<file path="src/xbus_io_map.vh">
// register indices, field positions and reset values of the x-bus i/o zone decoder
`ifndef XBUS_IO_MAP_VH
`define XBUS_IO_MAP_VH

// ------------------------------------------------------------
// register indices (byte address is four times the index)
// ------------------------------------------------------------
`define IDX_IO_ZONE_CONFIG 12'h0F0
`define IDX_IO_BASE1_HIGH 12'h0F1
`define IDX_IO_BASE1_LOW 12'h0F2
`define IDX_IO_ZONE_SIZE1 12'h0F3
`define IDX_IO_BASE2_HIGH 12'h0F4
`define IDX_IO_BASE2_LOW 12'h0F5
`define IDX_IO_ZONE_SIZE2 12'h0F6
`define IDX_SERIAL_BLOCK_CONTROL 12'h100
`define IDX_DECODE_STATUS 12'h101

// ------------------------------------------------------------
// io_zone_config fields
// ------------------------------------------------------------
`define CFG_ZONE_ENABLE_LSB 0
`define CFG_DEBUG_PORT_ENABLE_BIT 4
`define CFG_IO_MAP_LOCK_BIT 7
`define CFG_WRITABLE_MASK 8'h9F

// ------------------------------------------------------------
// serial_block_control fields
// ------------------------------------------------------------
`define SBC_LOCK_RESET_SOURCE_BIT 0
`define SBC_UNLOCK_REQUEST_BIT 1

// ------------------------------------------------------------
// size field and fixed zone
// ------------------------------------------------------------
`define SIZE_FIELD_MSB 3
`define SIZE_CODE_MAX 4'h8
`define DEBUG_PORT_ADDR 16'h0080

// ------------------------------------------------------------
// reset values
// ------------------------------------------------------------
`define RST_IO_ZONE_CONFIG 8'h00
`define RST_IO_BASE_BYTE 8'h00
`define RST_IO_ZONE_SIZE 8'h00
`define RST_SERIAL_BLOCK_CONTROL 8'h00

// ------------------------------------------------------------
// axi4-lite responses
// ------------------------------------------------------------
`define AXI_RESP_OKAY 2'h0
`define AXI_RESP_SLVERR 2'h2

`endif

</file>
<file path="src/sync_two_ff.v">
// two flip-flop synchroniser for levels arriving from outside the clock domain
`timescale 1ns/100ps
`default_nettype none
module sync_two_ff #(
    parameter WIDTH = 2
) (
    // clock and reset
    input wire sys_clk,
    input wire rst,
    // levels
    input wire [WIDTH-1:0] asyncIn,
    output wire [WIDTH-1:0] syncOut
);
    reg [WIDTH-1:0] stage1_reg;
    reg [WIDTH-1:0] stage2_reg;

    always @(posedge sys_clk) begin
        if (rst) begin
            stage1_reg <= {WIDTH{1'b0}};
            stage2_reg <= {WIDTH{1'b0}};
        end else begin
            stage1_reg <= asyncIn;
            stage2_reg <= stage1_reg;
        end
    end

    assign syncOut = stage2_reg;
endmodule
`default_nettype wire

</file>
<file path="src/io_zone_match.v">
// address window compare for one user-defined i/o zone
`include "xbus_io_map.vh"
`timescale 1ns/100ps
`default_nettype none
module io_zone_match (
    // zone setup
    input wire enable,
    input wire [16:0] zoneBase,
    input wire [3:0] sizeCode,
    // address under test
    input wire [15:0] ioAddr,
    output wire hit
);
    wire [16:0] windowSize;
    wire [16:0] zoneTop;
    wire sizeLegal;

    // reserved size codes never match
    assign sizeLegal = (sizeCode <= `SIZE_CODE_MAX);
    assign windowSize = 17'h00001 << sizeCode;
    assign zoneTop = zoneBase + windowSize;
    assign hit = enable && sizeLegal && ({1'b0, ioAddr} >= zoneBase)
        && ({1'b0, ioAddr} < zoneTop);
endmodule
`default_nettype wire

</file>
<file path="src/xbus_io_zone_decoder.v">
// x-bus i/o zone decoder: zone registers, map lock and lpc i/o address decode
`include "xbus_io_map.vh"
`timescale 1ns/100ps
`default_nettype none

// Summary of operation
// while locked, writes to config, base and size registers are ignored, lock too
// lock is cleared by main or standby power-up reset, chosen by a select bit
// writing the unlock request bit clears the lock
// lock resets to 0; when 1 every protected bit is read-only
// debug-port enable in bit 4 forwards i/o address 80h; resets disabled
// zone 0 starts at base 1 with size 1 when enable 0 is set
// zone 1 starts at base 1 plus size 1, same size, enable 1
// zone 2 starts at base 2 with size 2 when enable 2 is set
// zone 3 starts at base 2 plus size 2, same size, enable 3
// base 1 high byte holds upper address bits of zones 0 and 1, resets 00h
// size field bits 3-0 give window of two to the n bytes, n 0 to 8
// enabled zone without a chip select association gets no response
// software aligns each base address to its zone size
// zone select asserts for base at or below address below base plus size
// config bits 6 and 5 read zero and ignore writes
module xbus_io_zone_decoder #(
    parameter ADDR_W = 12
) (
    // clock and reset
    input wire sys_clk,
    input wire rst,
    // power-up reset levels from outside the clock domain
    input wire mainPowerResetIn,
    input wire standbyPowerResetIn,
    // axi4-lite write address
    input wire s_axi_awvalid,
    output wire s_axi_awready,
    input wire [ADDR_W-1:0] s_axi_awaddr,
    input wire [2:0] s_axi_awprot,
    // axi4-lite write data
    input wire s_axi_wvalid,
    output wire s_axi_wready,
    input wire [31:0] s_axi_wdata,
    input wire [3:0] s_axi_wstrb,
    // axi4-lite write response
    output wire s_axi_bvalid,
    input wire s_axi_bready,
    output wire [1:0] s_axi_bresp,
    // axi4-lite read address
    input wire s_axi_arvalid,
    output wire s_axi_arready,
    input wire [ADDR_W-1:0] s_axi_araddr,
    input wire [2:0] s_axi_arprot,
    // axi4-lite read data
    output wire s_axi_rvalid,
    input wire s_axi_rready,
    output wire [31:0] s_axi_rdata,
    output wire [1:0] s_axi_rresp,
    // lpc i/o cycle from the host interface logic
    input wire lpcIoValid,
    input wire [15:0] lpcIoAddr,
    // chip select association per select: zones 0-3, debug port in bit 4
    input wire [4:0] selectAssociated,
    // selects toward the x-bus block
    output wire [3:0] zoneSelect,
    output wire debugPortSelect,
    output wire xbusForward
);

    // ------------------------------------------------------------
    // register byte addresses
    // ------------------------------------------------------------
    localparam [ADDR_W-1:0] ADDR_CONFIG = `IDX_IO_ZONE_CONFIG << 2;
    localparam [ADDR_W-1:0] ADDR_BASE1_HIGH = `IDX_IO_BASE1_HIGH << 2;
    localparam [ADDR_W-1:0] ADDR_BASE1_LOW = `IDX_IO_BASE1_LOW << 2;
    localparam [ADDR_W-1:0] ADDR_SIZE1 = `IDX_IO_ZONE_SIZE1 << 2;
    localparam [ADDR_W-1:0] ADDR_BASE2_HIGH = `IDX_IO_BASE2_HIGH << 2;
    localparam [ADDR_W-1:0] ADDR_BASE2_LOW = `IDX_IO_BASE2_LOW << 2;
    localparam [ADDR_W-1:0] ADDR_SIZE2 = `IDX_IO_ZONE_SIZE2 << 2;
    localparam [ADDR_W-1:0] ADDR_SERIAL_CTRL = `IDX_SERIAL_BLOCK_CONTROL << 2;
    localparam [ADDR_W-1:0] ADDR_STATUS = `IDX_DECODE_STATUS << 2;

    // ------------------------------------------------------------
    // register state
    // ------------------------------------------------------------
    reg ioMapLock_reg;
    reg [3:0] zoneEnable_reg;
    reg debugPortDecodeEnable_reg;
    reg [7:0] ioBase1HighByte_reg;
    reg [7:0] ioBase1LowByte_reg;
    reg [3:0] ioZoneSize1_reg;
    reg [7:0] ioBase2HighByte_reg;
    reg [7:0] ioBase2LowByte_reg;
    reg [3:0] ioZoneSize2_reg;
    reg lockResetSourceSelect_reg;

    // ------------------------------------------------------------
    // axi channel state
    // ------------------------------------------------------------
    reg awHeld_reg;
    reg [ADDR_W-1:0] awAddr_reg;
    reg wHeld_reg;
    reg [7:0] wByte_reg;
    reg wLaneOn_reg;
    reg bValid_reg;
    reg [1:0] bResp_reg;
    reg rValid_reg;
    reg [31:0] rData_reg;
    reg [1:0] rResp_reg;

    // ------------------------------------------------------------
    // decode state
    // ------------------------------------------------------------
    reg [3:0] zoneSelect_reg;
    reg debugPortSelect_reg;
    reg xbusForward_reg;
    reg [4:0] lastHit_reg;

    wire [1:0] powerResetSync;
    wire mainPowerReset;
    wire standbyPowerReset;
    wire lockClearByReset;
    wire writeFire;
    wire writeLane;
    wire cfgWrite;
    wire protectedWrite;
    wire unlockRequest;
    wire lockSet;
    wire mapWritable;
    wire [16:0] base1;
    wire [16:0] base2;
    wire [16:0] size1Bytes;
    wire [16:0] size2Bytes;
    wire [16:0] zoneBase [0:3];
    wire [3:0] zoneSizeCode [0:3];
    wire [3:0] zoneHit;
    wire debugHit;
    wire [7:0] configRead;
    reg [31:0] readWord;
    reg readMapped;
    reg writeMapped;

    // ------------------------------------------------------------
    // power-up reset synchronisation
    // ------------------------------------------------------------
    sync_two_ff #(
        .WIDTH(2)
    ) powerResetSyncInst (
        .sys_clk(sys_clk),
        .rst(rst),
        .asyncIn({standbyPowerResetIn, mainPowerResetIn}),
        .syncOut(powerResetSync)
    );

    assign mainPowerReset = powerResetSync[0];
    assign standbyPowerReset = powerResetSync[1];
    // select 0 picks the main supply reset, 1 the standby reset
    assign lockClearByReset = lockResetSourceSelect_reg ? standbyPowerReset
        : mainPowerReset;

    // ------------------------------------------------------------
    // axi4-lite write path
    // ------------------------------------------------------------
    assign s_axi_awready = !awHeld_reg && !bValid_reg;
    assign s_axi_wready = !wHeld_reg && !bValid_reg;
    assign s_axi_bvalid = bValid_reg;
    assign s_axi_bresp = bResp_reg;
    assign writeFire = awHeld_reg && wHeld_reg && !bValid_reg;
    assign writeLane = writeFire && wLaneOn_reg;

    always @(posedge sys_clk) begin
        if (rst) begin
            awHeld_reg <= 1'b0;
            awAddr_reg <= {ADDR_W{1'b0}};
            wHeld_reg <= 1'b0;
            wByte_reg <= 8'h00;
            wLaneOn_reg <= 1'b0;
            bValid_reg <= 1'b0;
            bResp_reg <= `AXI_RESP_OKAY;
        end else begin
            if (s_axi_awvalid && s_axi_awready) begin
                awHeld_reg <= 1'b1;
                awAddr_reg <= s_axi_awaddr;
            end
            if (s_axi_wvalid && s_axi_wready) begin
                wHeld_reg <= 1'b1;
                wByte_reg <= s_axi_wdata[7:0];
                wLaneOn_reg <= s_axi_wstrb[0];
            end
            if (writeFire) begin
                awHeld_reg <= 1'b0;
                wHeld_reg <= 1'b0;
                bValid_reg <= 1'b1;
                bResp_reg <= writeMapped ? `AXI_RESP_OKAY : `AXI_RESP_SLVERR;
            end else if (bValid_reg && s_axi_bready) begin
                bValid_reg <= 1'b0;
            end
        end
    end

    always @* begin
        case ({awAddr_reg[ADDR_W-1:2], 2'b00})
            ADDR_CONFIG, ADDR_BASE1_HIGH, ADDR_BASE1_LOW, ADDR_SIZE1,
            ADDR_BASE2_HIGH, ADDR_BASE2_LOW, ADDR_SIZE2,
            ADDR_SERIAL_CTRL, ADDR_STATUS: writeMapped = 1'b1;
            default: writeMapped = 1'b0;
        endcase
    end

    // ------------------------------------------------------------
    // lock control
    // ------------------------------------------------------------
    assign mapWritable = !ioMapLock_reg;
    assign cfgWrite = writeLane && (awAddr_reg[ADDR_W-1:2] == ADDR_CONFIG[ADDR_W-1:2]);
    // protected registers take writes only while unlocked
    assign protectedWrite = writeLane && mapWritable;
    assign unlockRequest = writeLane
        && (awAddr_reg[ADDR_W-1:2] == ADDR_SERIAL_CTRL[ADDR_W-1:2])
        && wByte_reg[`SBC_UNLOCK_REQUEST_BIT];
    assign lockSet = cfgWrite && mapWritable && wByte_reg[`CFG_IO_MAP_LOCK_BIT];

    always @(posedge sys_clk) begin
        if (rst) begin
            ioMapLock_reg <= 1'b0;
        end else if (lockSet) begin
            // a set in the same cycle as a clear wins
            ioMapLock_reg <= 1'b1;
        end else if (lockClearByReset || unlockRequest) begin
            ioMapLock_reg <= 1'b0;
        end
    end

    // ------------------------------------------------------------
    // protected map registers
    // ------------------------------------------------------------
    always @(posedge sys_clk) begin
        if (rst) begin
            zoneEnable_reg <= 4'h0;
            debugPortDecodeEnable_reg <= 1'b0;
            ioBase1HighByte_reg <= `RST_IO_BASE_BYTE;
            ioBase1LowByte_reg <= `RST_IO_BASE_BYTE;
            ioZoneSize1_reg <= 4'h0;
            ioBase2HighByte_reg <= `RST_IO_BASE_BYTE;
            ioBase2LowByte_reg <= `RST_IO_BASE_BYTE;
            ioZoneSize2_reg <= 4'h0;
        end else if (protectedWrite) begin
            case ({awAddr_reg[ADDR_W-1:2], 2'b00})
                ADDR_CONFIG: begin
                    zoneEnable_reg <= wByte_reg[`CFG_ZONE_ENABLE_LSB +: 4];
                    debugPortDecodeEnable_reg <= wByte_reg[`CFG_DEBUG_PORT_ENABLE_BIT];
                end
                ADDR_BASE1_HIGH: ioBase1HighByte_reg <= wByte_reg;
                ADDR_BASE1_LOW: ioBase1LowByte_reg <= wByte_reg;
                ADDR_SIZE1: ioZoneSize1_reg <= wByte_reg[`SIZE_FIELD_MSB:0];
                ADDR_BASE2_HIGH: ioBase2HighByte_reg <= wByte_reg;
                ADDR_BASE2_LOW: ioBase2LowByte_reg <= wByte_reg;
                ADDR_SIZE2: ioZoneSize2_reg <= wByte_reg[`SIZE_FIELD_MSB:0];
                default: ioBase2LowByte_reg <= ioBase2LowByte_reg;
            endcase
        end
    end

    // ------------------------------------------------------------
    // serial block control (never locked)
    // ------------------------------------------------------------
    always @(posedge sys_clk) begin
        if (rst) begin
            lockResetSourceSelect_reg <= 1'b0;
        end else if (writeLane
            && (awAddr_reg[ADDR_W-1:2] == ADDR_SERIAL_CTRL[ADDR_W-1:2])) begin
            lockResetSourceSelect_reg <= wByte_reg[`SBC_LOCK_RESET_SOURCE_BIT];
        end
    end

    // ------------------------------------------------------------
    // axi4-lite read path
    // ------------------------------------------------------------
    assign configRead = {ioMapLock_reg, 2'b00, debugPortDecodeEnable_reg,
        zoneEnable_reg};

    always @* begin
        readWord = 32'h00000000;
        readMapped = 1'b1;
        case ({s_axi_araddr[ADDR_W-1:2], 2'b00})
            ADDR_CONFIG: readWord[7:0] = configRead;
            ADDR_BASE1_HIGH: readWord[7:0] = ioBase1HighByte_reg;
            ADDR_BASE1_LOW: readWord[7:0] = ioBase1LowByte_reg;
            ADDR_SIZE1: readWord[3:0] = ioZoneSize1_reg;
            ADDR_BASE2_HIGH: readWord[7:0] = ioBase2HighByte_reg;
            ADDR_BASE2_LOW: readWord[7:0] = ioBase2LowByte_reg;
            ADDR_SIZE2: readWord[3:0] = ioZoneSize2_reg;
            // unlock request reads back as zero
            ADDR_SERIAL_CTRL: readWord[0] = lockResetSourceSelect_reg;
            ADDR_STATUS: readWord[5:0] = {ioMapLock_reg, lastHit_reg};
            default: readMapped = 1'b0;
        endcase
    end

    assign s_axi_arready = !rValid_reg;
    assign s_axi_rvalid = rValid_reg;
    assign s_axi_rdata = rData_reg;
    assign s_axi_rresp = rResp_reg;

    always @(posedge sys_clk) begin
        if (rst) begin
            rValid_reg <= 1'b0;
            rData_reg <= 32'h00000000;
            rResp_reg <= `AXI_RESP_OKAY;
        end else if (s_axi_arvalid && s_axi_arready) begin
            rValid_reg <= 1'b1;
            rData_reg <= readWord;
            rResp_reg <= readMapped ? `AXI_RESP_OKAY : `AXI_RESP_SLVERR;
        end else if (rValid_reg && s_axi_rready) begin
            rValid_reg <= 1'b0;
        end
    end

    // ------------------------------------------------------------
    // zone geometry
    // ------------------------------------------------------------
    // alignment of each base to its size is left to software
    assign base1 = {1'b0, ioBase1HighByte_reg, ioBase1LowByte_reg};
    assign base2 = {1'b0, ioBase2HighByte_reg, ioBase2LowByte_reg};
    assign size1Bytes = 17'h00001 << ioZoneSize1_reg;
    assign size2Bytes = 17'h00001 << ioZoneSize2_reg;
    assign zoneBase[0] = base1;
    assign zoneBase[1] = base1 + size1Bytes;
    assign zoneBase[2] = base2;
    assign zoneBase[3] = base2 + size2Bytes;
    assign zoneSizeCode[0] = ioZoneSize1_reg;
    assign zoneSizeCode[1] = ioZoneSize1_reg;
    assign zoneSizeCode[2] = ioZoneSize2_reg;
    assign zoneSizeCode[3] = ioZoneSize2_reg;

    // ------------------------------------------------------------
    // address decode
    // ------------------------------------------------------------
    genvar z;
    generate
        for (z = 0; z < 4; z = z + 1) begin : zoneGen
            io_zone_match zoneMatchInst (
                .enable(zoneEnable_reg[z] && selectAssociated[z]),
                .zoneBase(zoneBase[z]),
                .sizeCode(zoneSizeCode[z]),
                .ioAddr(lpcIoAddr),
                .hit(zoneHit[z])
            );
        end
    endgenerate

    assign debugHit = debugPortDecodeEnable_reg && selectAssociated[4]
        && (lpcIoAddr == `DEBUG_PORT_ADDR);

    always @(posedge sys_clk) begin
        if (rst) begin
            zoneSelect_reg <= 4'h0;
            debugPortSelect_reg <= 1'b0;
            xbusForward_reg <= 1'b0;
            lastHit_reg <= 5'h00;
        end else begin
            zoneSelect_reg <= lpcIoValid ? zoneHit : 4'h0;
            debugPortSelect_reg <= lpcIoValid && debugHit;
            xbusForward_reg <= lpcIoValid && ((|zoneHit) || debugHit);
            if (lpcIoValid && ((|zoneHit) || debugHit)) begin
                lastHit_reg <= {debugHit, zoneHit};
            end
        end
    end

    assign zoneSelect = zoneSelect_reg;
    assign debugPortSelect = debugPortSelect_reg;
    assign xbusForward = xbusForward_reg;

endmodule
`default_nettype wire

</file>
<file path="config.mk">
export PLATFORM = sky130hd
export DESIGN_NAME = xbus_io_zone_decoder
export DESIGN_NICKNAME = d
export VERILOG_FILES = /design/src/sync_two_ff.v /design/src/io_zone_match.v /design/src/xbus_io_zone_decoder.v
export VERILOG_INCLUDE_DIRS = /design/src
export SDC_FILE = /design/constraint.sdc
export NUM_CORES = 1
export LEC_CHECK = 0
export BUFFER_PORTS_ARGS = -buffer_cell sky130_fd_sc_hd__buf_2
export CAP_MARGIN = 15
export CORE_UTILIZATION = 40
export DETAILED_ROUTE_END_ITERATION = 8
export HOLD_SLACK_MARGIN = 0.1
export PLACE_DENSITY = 0.55
export SLEW_MARGIN = 10
export SYNTH_ARGS = -nofsm -noshare
export SYNTH_HDL_FRONTEND = slang
export SYNTH_SLANG_ARGS = --single-unit
</file>
<file path="constraint.sdc">
create_clock -name sys_clk -period 14.9 [get_ports sys_clk]
set_clock_uncertainty 0.15 [all_clocks]
set_input_delay 0.745 -clock sys_clk [delete_from_list [all_inputs] [get_ports sys_clk]]
set_output_delay 0.745 -clock sys_clk [all_outputs]
set_load 0.03 [all_outputs]
</file>
==> metrics.md <==
| Metric | Value |
|---|---|
| Placement row count | 56 |
| CTS tree | built |
| Vias in the first global route | 8323 |
| Adder-cell area share of the yosys netlist | 18.8% |
| Vias after detailed routing | 9061 |
| Max Cap Viol | 0 |
| Total CTS buffers | 9 |
| Largest net degree at the start of global routing | 84 |
| Drc violations | 0 |
| Max Used Layer | met4 |
| Final #Nets | 1553 |
| DP HPWL | 22900 µm |
| CP Launch Type | register |
| Grt total ovfl | 0 |
| Fin crit share | 45.3% |
| Length of routed met2 wiring | 12900 µm |
| RePlAce Congestion | 0.878 |
| Simple-gate share of the synthesized area | 21.7% |
| Final hold violation count | 0 |
| H-tree Lvls | 3 |
| Most used DFF post-synth | dfxtp_1 |
| Share of layout cells above drive strength 1 | 9.96% |
| Main combinational cell family by area after synthesis | compound AO/OA/AOI/OAI gates |
| Syn Inst Count | 1270 |
| Synth Area in Compound Gates | 23.0% |
| Leakage | 4.30 nW |
| CP max FO | 21 |
| EDFF count, synth | 0 |
| Synth top area share | 19.4% |
| Status | complete, no violations |
| Total I/O pin count | 144 |
| Post-DR wirelength/cell | 17.8 µm |
| Number of filler cells placed in the layout | 2465 |
| Hold Path Class | register to register |
| Area contributors post-synth | dfxtp_1 19%, ha_1 19%, a21oi_1 5.7%, nand2_1 5.5%, nor2_1 4.2% |
| Setup repair after global routing missed its margin | false |
| Worst Path Required | 15.04 ns |
| Fin worst setup slack | 8.14 ns |
| Clock sinks | 95 |
| Slew @ Worst Pin | 1.13 ns |
| Max Freq | 0.148 GHz |
| Final setup viols | 0 |
| Cell taking the most area after synthesis | dfxtp_1 |
| Initial drt markers | 594 |
| DIE AREA | 25200 µm² |
| CTS Root Cell | clkbuf_16 |
| Clock tree buffer depth | 2 |
| Setup WS pre-CTS | 8.23 ns |
| Met3 wire length | 1420 µm |
| Number of flip-flops in the largest register | 10 |
| Number of synthesis warnings | 0 |
| Worst-path clk slew | 0.08 ns |
| Register area share after synthesis | 19.4% |
| Register Area | 1900 µm² |
| Clock latency on the worst-skew pair | 0.36 ns |
| Post-CTS Setup Inserts | 0 |
| Antenna violations before repair | 0 |
| Worst vdd ir | 0.0477 mV |
| Post-route minimum period | 6.76 ns |
| Total negative slack | 0 ns |
| Port bufs | 80 |
| Synth Area per Inst | 7.74 µm² |
| Core Util, Final | 44.9% |
| Pre-antenna DRT Iters | 5 |
| DRT met1 WL | 14200 µm |
| Hold_buf cts | 0 |
| Yosys reg bits | 95 |
| Vias per inst | 5.54 |
| Synth Area in XOR/XNOR | 6.14% |
| Effective utilization at floorplan | 41.4% |
| Post-cts resize count | 0 |
| Netlist cell types | 85 |
| Critical path class | register to register |
| Gr usage total | 23.0% |
| Synth Cell Area | 9830 µm² |
| Die Wd | 159 µm |
| Critical Path End Type | register |
| Post-route ant nets | 0 |
| Global-route wire length before repair | 46100 µm |
| Ys async rst share | 0% |
| Pwr dens | 55.7 nW/µm² |
| Die H | 159 µm |
| Fin. max-slew vios | 0 |
| Synth-to-layout area growth | 8.44% |
| Core ar. | 23800 µm² |
| Multiplexer area fraction after synthesis | 3.79% |
| Post-Route WL | 29100 µm |
| Area of the multi-input gates | 7320 µm² |
| Total power | 0.594 mW |
| Worst hold slack | 0.302 ns |
| Max_slew headroom | 22.5% |
| WP data arrival | 6.90 ns |
-- final timing paths --
kind	startpoint	to	slack [ns]	cells past startpoint
worst max-delay path	ioZoneSize1_reg[0]$_SDFFE_PP0P_	lastHit_reg[1]$_SDFFE_PP0P_	8.14	22
worst min-delay path	powerResetSyncInst.stage1_reg[0]$_SDFF_PP0_	powerResetSyncInst.syncOut[0]$_SDFF_PP0_	0.30	1
worst max register to register	ioZoneSize1_reg[0]$_SDFFE_PP0P_	lastHit_reg[1]$_SDFFE_PP0P_	8.14	22
worst min register to register	powerResetSyncInst.stage1_reg[0]$_SDFF_PP0_	powerResetSyncInst.syncOut[0]$_SDFF_PP0_	0.30	1
-- per-stage QoR --
step / cell area [µm²] / std cells
final: 10700 / 1635
after global placement: 10300 / 1618
after floorplan: 9920 / 1295
after global routing: 10700 / 1634
after CTS: 10700 / 1634
after detailed placement: 10300 / 1618
-- cells by family (layout without fill, tap and decap cells) --
group / after synthesis / in the layout
and+or+nand+nor: 429 / 429
adders and majority gates: 148 / 148
other: 1 / 27
buffers and inverters: 156 / 176
AOI/OAI and AO/OA: 337 / 337
muxes: 36 / 36
xor gates and xnor gates: 68 / 68
DFF: 95 / 95
-- cell usage after synthesis, types with 16 or more instances --
library cell / count
ha_1: 146
nand2_1: 143
a21oi_1: 111
nor2_1: 110
dfxtp_1: 95
inv_1: 75
o21ai_0: 56
clkbuf_1: 44
xnor2_1: 39
mux2i_1: 35
nand2b_1: 32
buf_4: 28
xor2_1: 28
a21o_1: 21
nor2b_1: 21
nor3_1: 21
o21a_1: 16
-- area by class of cell --
cell class	instances	share of cell area, %
Antenna cell	1	0.0235
Clock buffer	9	2.11
Clock inverter	7	0.810
Inverter	75	2.64
Multi-Input combinational cell	1044	68.7
Sequential cell	95	17.8
Tap cell	319	3.75
Timing Repair Buffer	85	4.11
-- power by group --
group / switching, mW / internal [mW] / leakage [nW]
Sequential: 0.00818 / 0.260 / 0.771
Combinational: 0.0588 / 0.0304 / 3.38
Clock: 0.116 / 0.120 / 0.150
Total: 0.183 / 0.410 / 4.30
-- placed cells by master, fill, tap and decap left out, types with 10 or more instances in the layout --
cell type	synthesis	final
ha_1	146	146
o21a_1	16	16
nor2b_1	21	21
a21o_1	21	21
a31oi_1	11	11
mux2i_1	35	35
o211ai_1	10	10
dfxtp_1	95	95
nor3_1	21	21
o21ai_0	56	56
conb_1	1	26
xnor2_1	39	39
a221oi_1	10	10
nand2b_1	32	32
buf_2	4	80
nand2_1	143	143
nor2_1	110	110
inv_1	75	75
nand4_1	15	15
nor4_1	15	14
xor2_1	28	28
a21oi_1	111	111
nand3_1	15	15
-- worst max-delay path, cell delays in order, from the launching register on --
cell	delay (ns)
dfxtp_1	0.88
nor4b_2	0.64
xnor2_1	0.14
ha_1	0.21
a21oi_1	0.20
xor2_1	0.22
ha_1	0.30
nor2b_1	0.14
nor2_1	0.09
mux2i_1	0.11
a211o_1	0.39
a31oi_1	0.19
nor2b_1	0.06
nor2_1	0.11
xor2_1	0.17
ha_1	0.27
and3_1	0.19
a2111oi_0	0.95
nor3_1	0.09
a2111oi_0	0.75
o31ai_4	0.16
o22a_1	0.23
o21ai_1	0.06
-- routing by layer --
metal | track usage (%) | vias up
met5 | 0 | -
met4 | 6.31 | 0
met3 | 2.69 | 34
met2 | 36.8 | 260
met1 | 32.4 | 4156
li1 | - | 4611
Note: power is estimated with default switching activity, not from simulation.
